## src/hw/scs_defs.svh

```systemverilog
// Register map, field positions, reset values and timing counts of the sample clock sequencer
`ifndef SCS_DEFS_SVH
`define SCS_DEFS_SVH
`define SCS_CTRL_OFS 8'h00
`define SCS_LAST_OFS 8'h04
`define SCS_INTV_OFS 8'h08
`define SCS_COUNT_OFS 8'h0c
`define SCS_AMASK_OFS 8'h10
`define SCS_STAT_OFS 8'h14
`define SCS_DATA_OFS 8'h18
`define SCS_NREAD_OFS 8'h1c
`define SCS_ACYC_OFS 8'h20
`define SCS_CTRL_RUN 0
`define SCS_CTRL_EXT 1
`define SCS_CTRL_LIST 2
`define SCS_CTRL_TRIG 3
`define SCS_CTRL_OTRIG 5
`define SCS_CTRL_OEN 7
`define SCS_STAT_ST 8
`define SCS_STAT_DONE 10
`define SCS_STAT_VIOL 11
`define SCS_CTRL_RST 8'h04
`define SCS_INTV_RST 16'h0001
`define SCS_CLK_NS 8
`define SCS_MIN_TIME_NS 1300
`define SCS_MIN_CYC ((`SCS_MIN_TIME_NS + `SCS_CLK_NS - 1) / `SCS_CLK_NS)
`define SCS_SYNC_MARGIN_NS 100
`endif

```

## src/hw/scs_pkg.sv

```systemverilog
// Types of the sample clock sequencer
package scs_pkg;
    typedef enum logic [1:0] {
        SCS_IDLE = 2'b00,
        SCS_ARM = 2'b01,
        SCS_RUN = 2'b11,
        SCS_FLUSH = 2'b10
    } scs_state_t;
    typedef enum logic [1:0] {
        SCS_TRG_OFF = 2'b00,
        SCS_TRG_SINGLE = 2'b01,
        SCS_TRG_GATED = 2'b10
    } scs_trig_t;
endpackage : scs_pkg

```

## src/hw/scs_sequencer.sv

```systemverilog
// Sample clock sequencer: channel list sequencing, conversion pipeline and hardware triggers
// Behaviour
// - Act only on rising edges of input and output clock lines.
// - Crystal timer paces sampling unless external clocking is selected.
// - Whole-list mode: each clock edge converts the whole list in order.
// - Whole-list: first channel at the edge, later ones one interval apart.
// - Single mode: one channel per edge, wrapping to the first after the last.
// - List clocking setting picks the mode; whole-list after reset.
// - No maximum external clock period and no timeout.
// - A value is read after the clock edge that follows its conversion.
// - Each sample goes setup, convert, read, one stage per edge.
// - Whole-list external: last value of a list read at next edge.
// - Analog entries wait extra edges for conversion; digital depth unchanged.
// - First read after start is discarded; burst tail read next burst.
// - Final values drained on the timer without another external edge.
// - Input and output triggers offer single shot and gated modes.
// - With hardware triggering nothing converts before the trigger.
// - Single shot waits for trigger high, runs until stop or count.
// - Gated runs while high, halts at list or channel boundaries.
//
// Added by the designer: the register offsets and register access over Wishbone.
`include "scs_defs.svh"
`timescale 1ns/1ps
`default_nettype none
module scs_sequencer #(
    parameter int CH_W = 4,
    parameter int DW = 16,
    parameter int PIPE = 16,
    parameter int SYNC_MARGIN_NS = `SCS_SYNC_MARGIN_NS
) (
    input wire logic clk_i,
    input wire logic rst_i,
    input wire logic [7:0] adr_i,
    input wire logic [31:0] dat_i,
    input wire logic [3:0] sel_i,
    input wire logic we_i,
    input wire logic cyc_i,
    input wire logic stb_i,
    output logic [31:0] dat_o,
    output logic ack_o,
    input wire logic in_clk_i,
    input wire logic in_trig_i,
    input wire logic out_clk_i,
    input wire logic out_trig_i,
    input wire logic [DW-1:0] adc_data_i,
    output logic [CH_W-1:0] setup_chan_o,
    output logic conv_o,
    output logic [CH_W-1:0] conv_chan_o,
    output logic conv_analog_o,
    output logic rd_valid_o,
    output logic [CH_W-1:0] rd_chan_o,
    output logic out_upd_o
);
    localparam int PW = $clog2(PIPE);
    localparam int NCH = 1 << CH_W;
    localparam int SYNC_CYC = (SYNC_MARGIN_NS + `SCS_CLK_NS - 1) / `SCS_CLK_NS;

    // ----------------------------------------------------------------
    // Pin synchronisers and edge detection
    // ----------------------------------------------------------------
    logic [3:0] s1_r, s2_r, s3_r;
    always_ff @(posedge clk_i) begin
        if (rst_i) begin
            s1_r <= '0;
            s2_r <= '0;
            s3_r <= '0;
        end else begin
            s1_r <= {out_trig_i, out_clk_i, in_trig_i, in_clk_i};
            s2_r <= s1_r;
            s3_r <= s2_r;
        end
    end
    logic in_edge, out_edge, trig, otrig, in_fall;
    assign in_edge = s2_r[0] & ~s3_r[0];
    assign in_fall = ~s2_r[0] & s3_r[0];
    assign out_edge = s2_r[2] & ~s3_r[2];
    assign trig = s2_r[1];
    assign otrig = s2_r[3];

    // ----------------------------------------------------------------
    // Registers and bus slave
    // ----------------------------------------------------------------
    logic [7:0] ctrl_r, ctrl_nxt;
    logic [CH_W-1:0] last_r, last_nxt;
    logic [15:0] intv_r, intv_nxt, intv_e;
    logic [31:0] cnt_r, cnt_nxt, nread_r, nread_nxt;
    logic [NCH-1:0] amask_r, amask_nxt;
    logic [7:0] rem_r, rem_nxt, acyc_r, acyc_nxt;
    logic [31:0] dat_nxt, wm, wv;
    logic ack_nxt, req, wr, viol_r, viol_nxt, done_r, done_nxt;
    logic [DW-1:0] data_r, data_nxt;
    logic [CH_W-1:0] dchan_r, dchan_nxt;
    logic fin;
    scs_pkg::scs_state_t st_r, st_nxt;
    logic [CH_W-1:0] ch_r, ch_nxt;
    logic [23:0] gap_r, gap_nxt, need;
    logic seen_r, seen_nxt, rd_v_nxt, viol_set;

    assign req = cyc_i & stb_i & ~ack_o;
    assign wr = req & we_i;
    assign wm = {{8{sel_i[3]}}, {8{sel_i[2]}}, {8{sel_i[1]}}, {8{sel_i[0]}}};
    assign intv_e = (intv_r == 16'h0000) ? 16'h0001 : intv_r;
    assign need = ((ctrl_r[`SCS_CTRL_LIST]) ? 24'(intv_e) * (24'(last_r) + 24'h000001) : 24'(intv_e))
        + 24'(SYNC_CYC);
    assign viol_set = (st_r == scs_pkg::SCS_RUN) && ctrl_r[`SCS_CTRL_EXT] && in_edge && seen_r
        && (gap_r < need);

    always_comb begin
        ctrl_nxt = ctrl_r;
        last_nxt = last_r;
        intv_nxt = intv_r;
        cnt_nxt = cnt_r;
        amask_nxt = amask_r;
        viol_nxt = viol_r;
        ack_nxt = req;
        dat_nxt = '0;
        rem_nxt = rem_r;
        acyc_nxt = acyc_r;
        if (rem_r != 8'h00) begin
            rem_nxt = ({8'h00, rem_r} > intv_e) ? rem_r - intv_e[7:0] : 8'h00;
            acyc_nxt = acyc_r + 8'h01;
        end
        if (fin) begin
            ctrl_nxt[`SCS_CTRL_RUN] = 1'b0;
        end
        // External period shorter than the list needs: sticky violation flag
        if (viol_set) begin
            viol_nxt = 1'b1;
        end
        if (req) begin
            case (adr_i)
                `SCS_CTRL_OFS: dat_nxt = 32'(ctrl_r);
                `SCS_LAST_OFS: dat_nxt = 32'(last_r);
                `SCS_INTV_OFS: dat_nxt = 32'(intv_r);
                `SCS_COUNT_OFS: dat_nxt = cnt_r;
                `SCS_AMASK_OFS: dat_nxt = 32'(amask_r);
                `SCS_STAT_OFS: dat_nxt = 32'({viol_r, done_r, st_r, 8'(ch_r)});
                `SCS_DATA_OFS: dat_nxt = 32'({dchan_r, data_r});
                `SCS_NREAD_OFS: dat_nxt = nread_r;
                `SCS_ACYC_OFS: dat_nxt = 32'(acyc_r);
                default: dat_nxt = '0;
            endcase
        end
        wv = (dat_nxt & ~wm) | (dat_i & wm);
        if (wr) begin
            case (adr_i)
                `SCS_CTRL_OFS: ctrl_nxt = wv[7:0];
                `SCS_LAST_OFS: last_nxt = wv[CH_W-1:0];
                `SCS_INTV_OFS: begin
                    intv_nxt = wv[15:0];
                    rem_nxt = 8'(`SCS_MIN_CYC);
                    acyc_nxt = 8'h00;
                end
                `SCS_COUNT_OFS: cnt_nxt = wv;
                `SCS_AMASK_OFS: amask_nxt = wv[NCH-1:0];
                // Clear by writing one; a new violation in the same cycle wins
                `SCS_STAT_OFS: if (dat_i[`SCS_STAT_VIOL] && sel_i[1]) viol_nxt = viol_set;
                default: ;
            endcase
        end
    end

    always_ff @(posedge clk_i) begin
        if (rst_i) begin
            ctrl_r <= `SCS_CTRL_RST;
            last_r <= '0;
            intv_r <= `SCS_INTV_RST;
            cnt_r <= '0;
            amask_r <= '0;
            viol_r <= 1'b0;
            ack_o <= 1'b0;
            dat_o <= '0;
            rem_r <= 8'(`SCS_MIN_CYC);
            acyc_r <= 8'h00;
        end else begin
            ctrl_r <= ctrl_nxt;
            last_r <= last_nxt;
            intv_r <= intv_nxt;
            cnt_r <= cnt_nxt;
            amask_r <= amask_nxt;
            viol_r <= viol_nxt;
            ack_o <= ack_nxt;
            dat_o <= dat_nxt;
            rem_r <= rem_nxt;
            acyc_r <= acyc_nxt;
        end
    end

    // ----------------------------------------------------------------
    // Sequencer and conversion pipeline
    // ----------------------------------------------------------------
    logic [15:0] icnt_r, icnt_nxt;
    logic [31:0] nconv_r, nconv_nxt;
    logic [PIPE-1:0] pv_r, pv_nxt, sv;
    logic [CH_W-1:0] pc_r [PIPE];
    logic [CH_W-1:0] pc_nxt [PIPE];
    logic [CH_W-1:0] sc [PIPE];
    logic [PW-1:0] idx;
    logic tick, unit0, conv_nxt, ext, lst, run;
    logic [1:0] tmode;

    assign ext = ctrl_r[`SCS_CTRL_EXT];
    assign lst = ctrl_r[`SCS_CTRL_LIST];
    assign run = ctrl_r[`SCS_CTRL_RUN];
    assign tmode = ctrl_r[`SCS_CTRL_TRIG +: 2];
    assign unit0 = (ch_r == '0) | ~lst;
    // Timer paces internally, mid-list in whole-list mode and while draining; the pin paces list starts, and each channel in single mode
    assign tick = (st_r == scs_pkg::SCS_FLUSH) ? (icnt_r == 16'h0000) :
        (st_r != scs_pkg::SCS_RUN) ? 1'b0 :
        (ext && unit0) ? in_edge : (icnt_r == 16'h0000);
    assign idx = (acyc_r >= 8'(PIPE)) ? PW'(PIPE - 1) :
        (acyc_r == 8'h00) ? PW'(0) : PW'(acyc_r - 8'h01);

    genvar g;
    generate
        for (g = 0; g < PIPE; g++) begin : g_shift
            if (g < PIPE - 1) begin : g_mid
                assign sv[g] = pv_r[g+1];
                assign sc[g] = pc_r[g+1];
            end else begin : g_end
                assign sv[g] = 1'b0;
                assign sc[g] = '0;
            end
        end
    endgenerate

    always_comb begin
        st_nxt = st_r;
        ch_nxt = ch_r;
        icnt_nxt = (icnt_r == 16'h0000) ? 16'h0000 : icnt_r - 16'h0001;
        nconv_nxt = nconv_r;
        pv_nxt = pv_r;
        pc_nxt = pc_r;
        conv_nxt = 1'b0;
        rd_v_nxt = 1'b0;
        fin = 1'b0;
        done_nxt = done_r;
        nread_nxt = nread_r;
        data_nxt = data_r;
        dchan_nxt = dchan_r;
        gap_nxt = (gap_r == 24'hffffff) ? gap_r : gap_r + 24'h000001;
        seen_nxt = seen_r;
        if (in_edge) begin
            gap_nxt = 24'h000001;
            seen_nxt = 1'b1;
        end
        if (tick) begin
            // Entry 0 empty on the first tick: that read is the discarded one
            rd_v_nxt = pv_r[0];
            if (pv_r[0]) begin
                nread_nxt = nread_r + 32'h00000001;
                data_nxt = adc_data_i;
                dchan_nxt = pc_r[0];
            end
            pv_nxt = sv;
            pc_nxt = sc;
            icnt_nxt = intv_e - 16'h0001;
        end
        case (st_r)
            scs_pkg::SCS_IDLE: begin
                seen_nxt = 1'b0;
                if (run) begin
                    done_nxt = 1'b0;
                    nconv_nxt = '0;
                    ch_nxt = '0;
                    pv_nxt = '0;
                    st_nxt = scs_pkg::SCS_ARM;
                end
            end
            scs_pkg::SCS_ARM: begin
                icnt_nxt = 16'h0000;
                if (!run) begin
                    st_nxt = scs_pkg::SCS_FLUSH;
                end else if (tmode == scs_pkg::SCS_TRG_OFF || trig) begin
                    st_nxt = scs_pkg::SCS_RUN;
                end
            end
            scs_pkg::SCS_RUN: begin
                if (!run && unit0) begin
                    st_nxt = scs_pkg::SCS_FLUSH;
                end else if (tick && tmode == scs_pkg::SCS_TRG_GATED && unit0 && !trig) begin
                    pv_nxt = pv_r;
                    pc_nxt = pc_r;
                    rd_v_nxt = 1'b0;
                    nread_nxt = nread_r;
                    data_nxt = data_r;
                    dchan_nxt = dchan_r;
                    st_nxt = scs_pkg::SCS_ARM;
                end else if (tick) begin
                    conv_nxt = 1'b1;
                    pv_nxt[amask_r[ch_r] ? idx : PW'(0)] = 1'b1;
                    pc_nxt[amask_r[ch_r] ? idx : PW'(0)] = ch_r;
                    ch_nxt = (ch_r == last_r) ? '0 : ch_r + 1'b1;
                    nconv_nxt = nconv_r + 32'h00000001;
                    if (cnt_r != 32'h00000000 && nconv_nxt == cnt_r) begin
                        st_nxt = scs_pkg::SCS_FLUSH;
                    end
                end
            end
            scs_pkg::SCS_FLUSH: begin
                if (pv_nxt == '0) begin
                    st_nxt = scs_pkg::SCS_IDLE;
                    fin = 1'b1;
                    done_nxt = 1'b1;
                end
            end
            default: st_nxt = scs_pkg::SCS_IDLE;
        endcase
    end

    always_ff @(posedge clk_i) begin
        if (rst_i) begin
            st_r <= scs_pkg::SCS_IDLE;
            ch_r <= '0;
            icnt_r <= '0;
            nconv_r <= '0;
            pv_r <= '0;
            for (int i = 0; i < PIPE; i++) pc_r[i] <= '0;
            done_r <= 1'b0;
            nread_r <= '0;
            data_r <= '0;
            dchan_r <= '0;
            gap_r <= '0;
            seen_r <= 1'b0;
            conv_o <= 1'b0;
            conv_chan_o <= '0;
            conv_analog_o <= 1'b0;
            setup_chan_o <= '0;
            rd_valid_o <= 1'b0;
            rd_chan_o <= '0;
        end else begin
            st_r <= st_nxt;
            ch_r <= ch_nxt;
            icnt_r <= icnt_nxt;
            nconv_r <= nconv_nxt;
            pv_r <= pv_nxt;
            pc_r <= pc_nxt;
            done_r <= done_nxt;
            nread_r <= nread_nxt;
            data_r <= data_nxt;
            dchan_r <= dchan_nxt;
            gap_r <= gap_nxt;
            seen_r <= seen_nxt;
            conv_o <= conv_nxt;
            conv_chan_o <= conv_nxt ? ch_r : conv_chan_o;
            conv_analog_o <= conv_nxt & amask_r[ch_r];
            setup_chan_o <= ch_nxt;
            rd_valid_o <= rd_v_nxt;
            rd_chan_o <= rd_v_nxt ? pc_r[0] : rd_chan_o;
        end
    end

    // ----------------------------------------------------------------
    // Output update clock and output trigger
    // ----------------------------------------------------------------
    logic oarm_r, oarm_nxt, upd_nxt;
    logic [1:0] omode;
    assign omode = ctrl_r[`SCS_CTRL_OTRIG +: 2];
    always_comb begin
        oarm_nxt = ctrl_r[`SCS_CTRL_OEN] & (oarm_r | (omode == scs_pkg::SCS_TRG_SINGLE && otrig));
        upd_nxt = ctrl_r[`SCS_CTRL_OEN] & out_edge & ((omode == scs_pkg::SCS_TRG_OFF) |
            ((omode == scs_pkg::SCS_TRG_SINGLE) & oarm_nxt) | ((omode == scs_pkg::SCS_TRG_GATED) & otrig));
    end
    always_ff @(posedge clk_i) begin
        if (rst_i) begin
            oarm_r <= 1'b0;
            out_upd_o <= 1'b0;
        end else begin
            oarm_r <= oarm_nxt;
            out_upd_o <= upd_nxt;
        end
    end
endmodule : scs_sequencer
`default_nettype wire

```

## config.mk

```make
export PLATFORM = sky130hd
export DESIGN_NAME = scs_sequencer
export DESIGN_NICKNAME = d
export VERILOG_FILES = /design/src/hw/scs_pkg.sv /design/src/hw/scs_sequencer.sv
export VERILOG_INCLUDE_DIRS = /design/src /design/src/hw
export SDC_FILE = /design/constraint.sdc
export NUM_CORES = 1
export LEC_CHECK = 0
export CAP_MARGIN = 0
export CORE_AREA = 4 4 193 195
export DETAILED_ROUTE_END_ITERATION = 16
export DIE_AREA = 0 0 197 199
export DONT_BUFFER_PORTS = 1
export PLACE_DENSITY = 0.77
export SLEW_MARGIN = 20
export SYNTH_ARGS = -nofsm -noshare
export SYNTH_HDL_FRONTEND = slang
export SYNTH_SLANG_ARGS = --single-unit
```

## constraint.sdc

```tcl
create_clock -name clk_i -period 15.8 [get_ports clk_i]
set_clock_uncertainty 0.05 [all_clocks]
set_input_delay 3.16 -clock clk_i [delete_from_list [all_inputs] [get_ports clk_i]]
set_output_delay 3.16 -clock clk_i [all_outputs]
set_load 0.02 [all_outputs]
```

Word-level counts from Yosys, hierarchy flattened. Index checks and enable logic that the tools add are counted.

Flip-flop bits (word level): 362. Bits of input ports: 69. Output and inout port bits: 49. Logic and storage cells: 257.

Add/subtract/negate cells: 11. $mul: 1. Magnitude comparators: 8. Equality and inequality tests: 28. Mux-type cells: 94. Bitwise gates (word level): 25. Reductions and logical operators: 41.

Operator list (count): 32-bit two-way mux (10); 64-bit two-way mux (5); 32-bit one-hot mux with 9 select lines (1); 16-bit two-way mux (13); 32-bit by 1-bit adder with 32-bit output (second input constant) (2); 32-bit bitwise AND (2); 64-bit bitwise mux (1); 32-bit one-hot mux with 2 select lines (1); 4-bit two-way mux (14); 8-bit two-way mux (7); 16-bit logical NOT (3); 32-bit == test (1); 8-bit by 5-bit == test with 1-bit output (second input constant) (4); 32-bit NOT (1); 32-bit OR (1); 16-bit one-hot mux with 2 select lines (1); 32-bit nonzero test (1); 16-bit by 1-bit subtractor with 16-bit output (second input constant) (2); 1-bit two-way mux (26); 24-bit by 1-bit adder with 24-bit output (second input constant) (1); 24-bit == test (second input constant) (1); 24-bit by 22-bit < comparator with 1-bit output (1); 21-bit by 4-bit adder with 22-bit output (second input constant) (1); 16-bit by 5-bit multiplier with 21-bit output (1); other kinds (47) (107).

Longest topological paths before layout.
Word-level depth: 14. Mapped depth: 29. Depth with buffers taken out: 27.

Least setup slack after synthesis. No wires, ideal clock.

Path kind: flip-flop to flip-flop. Start: reg last_r[0]. End: reg viol_r. Setup time: 0.074 ns. Arrival: 6.493 ns. Data required time: 15.676 ns. Slack: 9.182 ns. Stages on the path, launching flop included: 27. Buffers on the path: 2. Period minus slack after synthesis: 6.618 ns. Cells stage by stage: dfxtp_1 > clkbuf_1 > nand3_1 > xor2_1 > clkbuf_1 > nor2_1 > fa_1 > fa_1 > inv_1 > fa_1 > inv_1 > ha_1 > a21o_1 > a31o_2 > o21ai_0 > a31o_2 > nor4bb_1 > nand4b_1 > nor3_1 > nand2_1 > xor2_1 > ha_1 > nand4_1 > nor4_1 > a2111oi_0 > o21ai_0 > o21ai_0.

Cells in the longest elaborated chain, start to end: 10.

RTL lines: from (decl) (line scs_sequencer.sv:84) `logic [CH_W-1:0] last_r, last_nxt;`; from (signal assigned) (line scs_sequencer.sv:177) `last_r <= last_nxt;`; 4-bit by 1-bit adder with 5-bit output (*) (line scs_sequencer.sv:103) `` assign need = ((ctrl_r[`SCS_CTRL_LIST]) ? 24'(intv_e) * (24'(last_r) + 24'h000001) : 24'(intv_e)) ``; 16-bit by 5-bit multiplier with 21-bit output (*) (line scs_sequencer.sv:103); 21-bit two-way mux (*) (line scs_sequencer.sv:103); 21-bit by 4-bit adder with 22-bit output (*) (line scs_sequencer.sv:103); 24-bit by 22-bit < comparator with 1-bit output (*) (line scs_sequencer.sv:106) `&& (gap_r < need);`; 1-bit logical AND (*) (line scs_sequencer.sv:105) `` assign viol_set = (st_r == scs_pkg::SCS_RUN) && ctrl_r[`SCS_CTRL_EXT] && in_edge && seen_r ``; 1-bit two-way mux (line scs_sequencer.sv:127) `if (viol_set) begin`; 1-bit two-way mux (line scs_sequencer.sv:157) `` `SCS_STAT_OFS: if (dat_i[`SCS_STAT_VIOL] && sel_i[1]) viol_nxt = viol_set; ``; 1-bit two-way mux (line scs_sequencer.sv:146) `case (adr_i)`; 1-bit two-way mux (*) (line scs_sequencer.sv:145) `if (wr) begin`; to (signal assigned) (line scs_sequencer.sv:181) `viol_r <= viol_nxt;`; to (decl) (line scs_sequencer.sv:90) `logic ack_nxt, req, wr, viol_r, viol_nxt, done_r, done_nxt;`.

Mark *: on every way between the ends. The rest lies on a longest branch, timed or not. A chain may end at the register's enable or synchronous reset.

Final worst setup path. Ends and elaborated chain as after synthesis.

==> key figures <==
Hold path
  • Hold Path Class: flip-flop to flip-flop
  • Hold Path Origin: s1_r[1]

STA
  • Min cycle time layout: 8.17 ns
  • RSZ-0062 raised after global routing: false
  • # setup viols final: 0
  • Hold Violations, Final: 0
  • Worst slew pin tran: 1.08 ns
  • Setup TNS: 0 ns
  • Final Max Tran Viols: 0
  • Fin crit share: 51.7%
  • Fmax: 0.122 GHz
  • Slew margin rel.: 27.6%

Global routing
  • Largest net degree at the start of global routing: 207
  • Vias in the first global route: 18.2k
  • First-pass GRT wire length: 98400 microns
  • All-Layer GR Usage: 30.9%
  • Antenna violations before repair: 2
  • GRT Residual Overflow: 0

Critical path
  • Worst path arrival time: 8.59 ns
  • Crit-path cells: ha_1 > xor2_1 > and2_1 > fa_1 > fa_1 > inv_1 > fa_1 > inv_1 > ha_1 > a21o_1 > a31o_2 > o21ai_0 > a31o_2 > nor4bb_1 > nand4b_1 > nor3_1 > nand2_1 > xor2_1 > ha_1 > nand4_1 > nor4_1 > a2111oi_0 > o21ai_0 > o21ai_0
  • Worst R2R Start: last_r[0]
  • Worst setup path start: last_r[0]
  • Slowest cell on crit path: dfxtp_1
  • CP max FO: 22
  • Worst path required time: 16.22 ns
  • WS Path Type: flip-flop to flip-flop
  • Startpoint Class: flip-flop
  • Delay of the slowest critical-path stage: 0.83 ns
  • CP Capture Type: flip-flop

Die
  • Die height: 199 microns
  • Core area: 35400 sq um
  • Starting Density: 59.9%
  • Die X: 197 microns
  • # IOs: 118
  • Area of the die: 39200 sq um
  • Row count: 69

Synth
  • Most area-consuming cells after synthesis: dfxtp_1, nor2_1, nand2_1
  • Synth Register Bits: 361
  • Asr flop ratio synth: 0%
  • Mapped Area: 21200 sq um
  • Top FF cell, synth: dfxtp_1
  • Syn Nets: 2820
  • EDFF count, synth: 0
  • Syn. warnings: 0
  • Synth Instances: 2634
  • Sequential share of the synthesized area: 34.1%
  • Synth unique cells: 81
  • Synth top area share: 34.1%
  • Syn avg cell area: 8.05 sq um
  • Post-synth top area cell: dfxtp_1

Clock network
  • Clk root buf: clkbuf_16
  • Htree depth: 2
  • CTS hold repair buffers: 0
  • Clk_lat worst skew: 0.55 ns
  • Post-CTS setup buffers: 0
  • CTS clock-pin slew for the worst setup and hold paths: 0.06 ns
  • CTS Buffer Depth: 3
  • Post-cts sizing count: 0
  • Clock sink count: 361
  • CTS Buf Count: 40
  • TritonCTS clock tree: done

Outcome
  • Outcome: finished, final reports clean

Placement
  • DPL Wire Length: 45300 microns
  • Port Buffers: 0
  • GPL Wtd Cong: 0.960
  • Placed insts: 2958

Run
  • Max Cap Viol: 0

Power
  • Logic pwr share: 12.6%
  • Sequential share of power: 42.0%
  • Power per cell area: 100 nW/um^2
  • Leakage: 8.29 nW
  • P_sw: 607 uW
  • Power share of the clock group: 45.3%
  • Sw Share: 26.4%
  • Worst vdd ir: 0.102 mV
  • Internal power: 1.69 mW

Finish
  • Commonest cells after routing, fill and taps aside: dfxtp_1, nor2_1, nand2_1
  • Finished Layout Cells: 3031
  • Fraction of layout instances using a drive strength above 1: 5.76%
  • Total Nets Final: 2725
  • Leading cell type in the layout, fill and taps excluded: dfxtp_1
  • Area grow syn2layout: 8.02%
  • Post-layout util: 64.7%

Routing
  • Post-DRT Antenna Nets: 0
  • Drt first-iter violations: 2205
  • Vias: 19.4k
  • Drt via density: 6.41
  • WL/cell: 20.5 microns
  • First drt pass iteration count: 10
  • DRC: 0
  • WL final: 62200 microns
==> critical path, delay by kind of cell, from the launching register on <==
family,cells,cell delay [ns]
and+or+nand+nor,7,1.89
DFF,1,0.83
xor gates and xnor gates,2,0.98
adders and majority gates,6,2.49
buffers and inverters,2,0.10
AOI/OAI and AO/OA,7,1.75
==> synth_stat cells (20+ instances only) <==
master,instances
a21oi_1,143
nor2_1,323
inv_1,118
ha_1,74
a222oi_1,20
o21ai_0,79
nand3_1,111
nor3_1,59
nand2_1,292
xnor2_1,89
nand4_1,40
nor2b_1,41
fa_1,43
a211oi_1,85
nand2b_1,32
dfxtp_1,361
a21o_1,22
xor2_1,85
and2_1,57
mux2i_1,38
and3_1,28
or3_1,31
clkbuf_1,146
nor4_1,33
o211ai_1,54
==> per-layer routing <==
| metal | global-route usage [%] | wire length (microns) | part of all wire, % | vias up |
|---|---|---|---|---|
| li1 | - | - | - | 9096 |
| met1 | 44.7 | 27400 | 44 | 9287 |
| met2 | 47.0 | 26800 | 43 | 889 |
| met3 | 6.33 | 6290 | 10 | 147 |
| met4 | 9.01 | 1750 | 2.8 | 0 |
| met5 | 0 | 0 | 0 | - |
==> power by group through the flow <==
stage | Clock [mW] | Combinational (mW) | Sequential (mW)
2_1_floorplan | 0 | 0.242 | 0.977
3_3_place_gp | 0 | 0.281 | 0.985
3_5_place_dp | 0 | 0.285 | 0.986
4_1_cts | 1.05 | 0.286 | 0.965
5_1_grt | 1.08 | 0.327 | 0.968
6_report | 1.04 | 0.290 | 0.966
==> area by class of cell <==
type | instances | area (sq um)
tap | 461 | 577
sequential | 361 | 7230
multi-input combinational | 1993 | 13000
clock buffer | 46 | 1070
antenna | 1 | 2.50
fill | 3062 | 12500
timing repair buffer | 25 | 188
inverter | 118 | 443
clock inverter | 26 | 402
==> registers in the layout (all words and copies together), names as in the netlist, 24 cells and up, named ones only <==
signal / flops
pc_r: 60
dat_o: 32
cnt_r: 32
nread_r: 32
nconv_r: 32
gap_r: 24
==> kinds of logic after synthesis <==
| group | synth area share [%] |
|---|---|
| flip-flops | 34.1 |
| multiplexers | 2.54 |
| buffers and inverters | 5.03 |
| XOR/XNOR | 7.19 |
| AO/OA/AOI/OAI | 17.5 |
| AND/OR/NAND/NOR | 25.2 |
| adder cells (fa/ha/maj) | 8.43 |
==> metrics by stage <==
step	cell area, sq um	hold slack, ns	setup slack [ns]	power, mW
CTS	22900	0.394	7.61	2.30
global placement	21400	0.374	7.94	1.27
detailed placement	21400	0.387	7.62	1.27
finish	22900	0.387	7.63	2.30
floorplan	21200	0.364	9.18	1.22
global route	22900	0.419	7.05	2.38
==> final timing paths <==
path / to / slack [ns] / cells after the start
min reg2reg: s2_r[1] / 0.39 / 1
max: viol_r / 7.63 / 24
max reg2reg: viol_r / 7.63 / 24
min: s2_r[1] / 0.39 / 1
No activity file was read; power rests on OpenSTA's default activity.
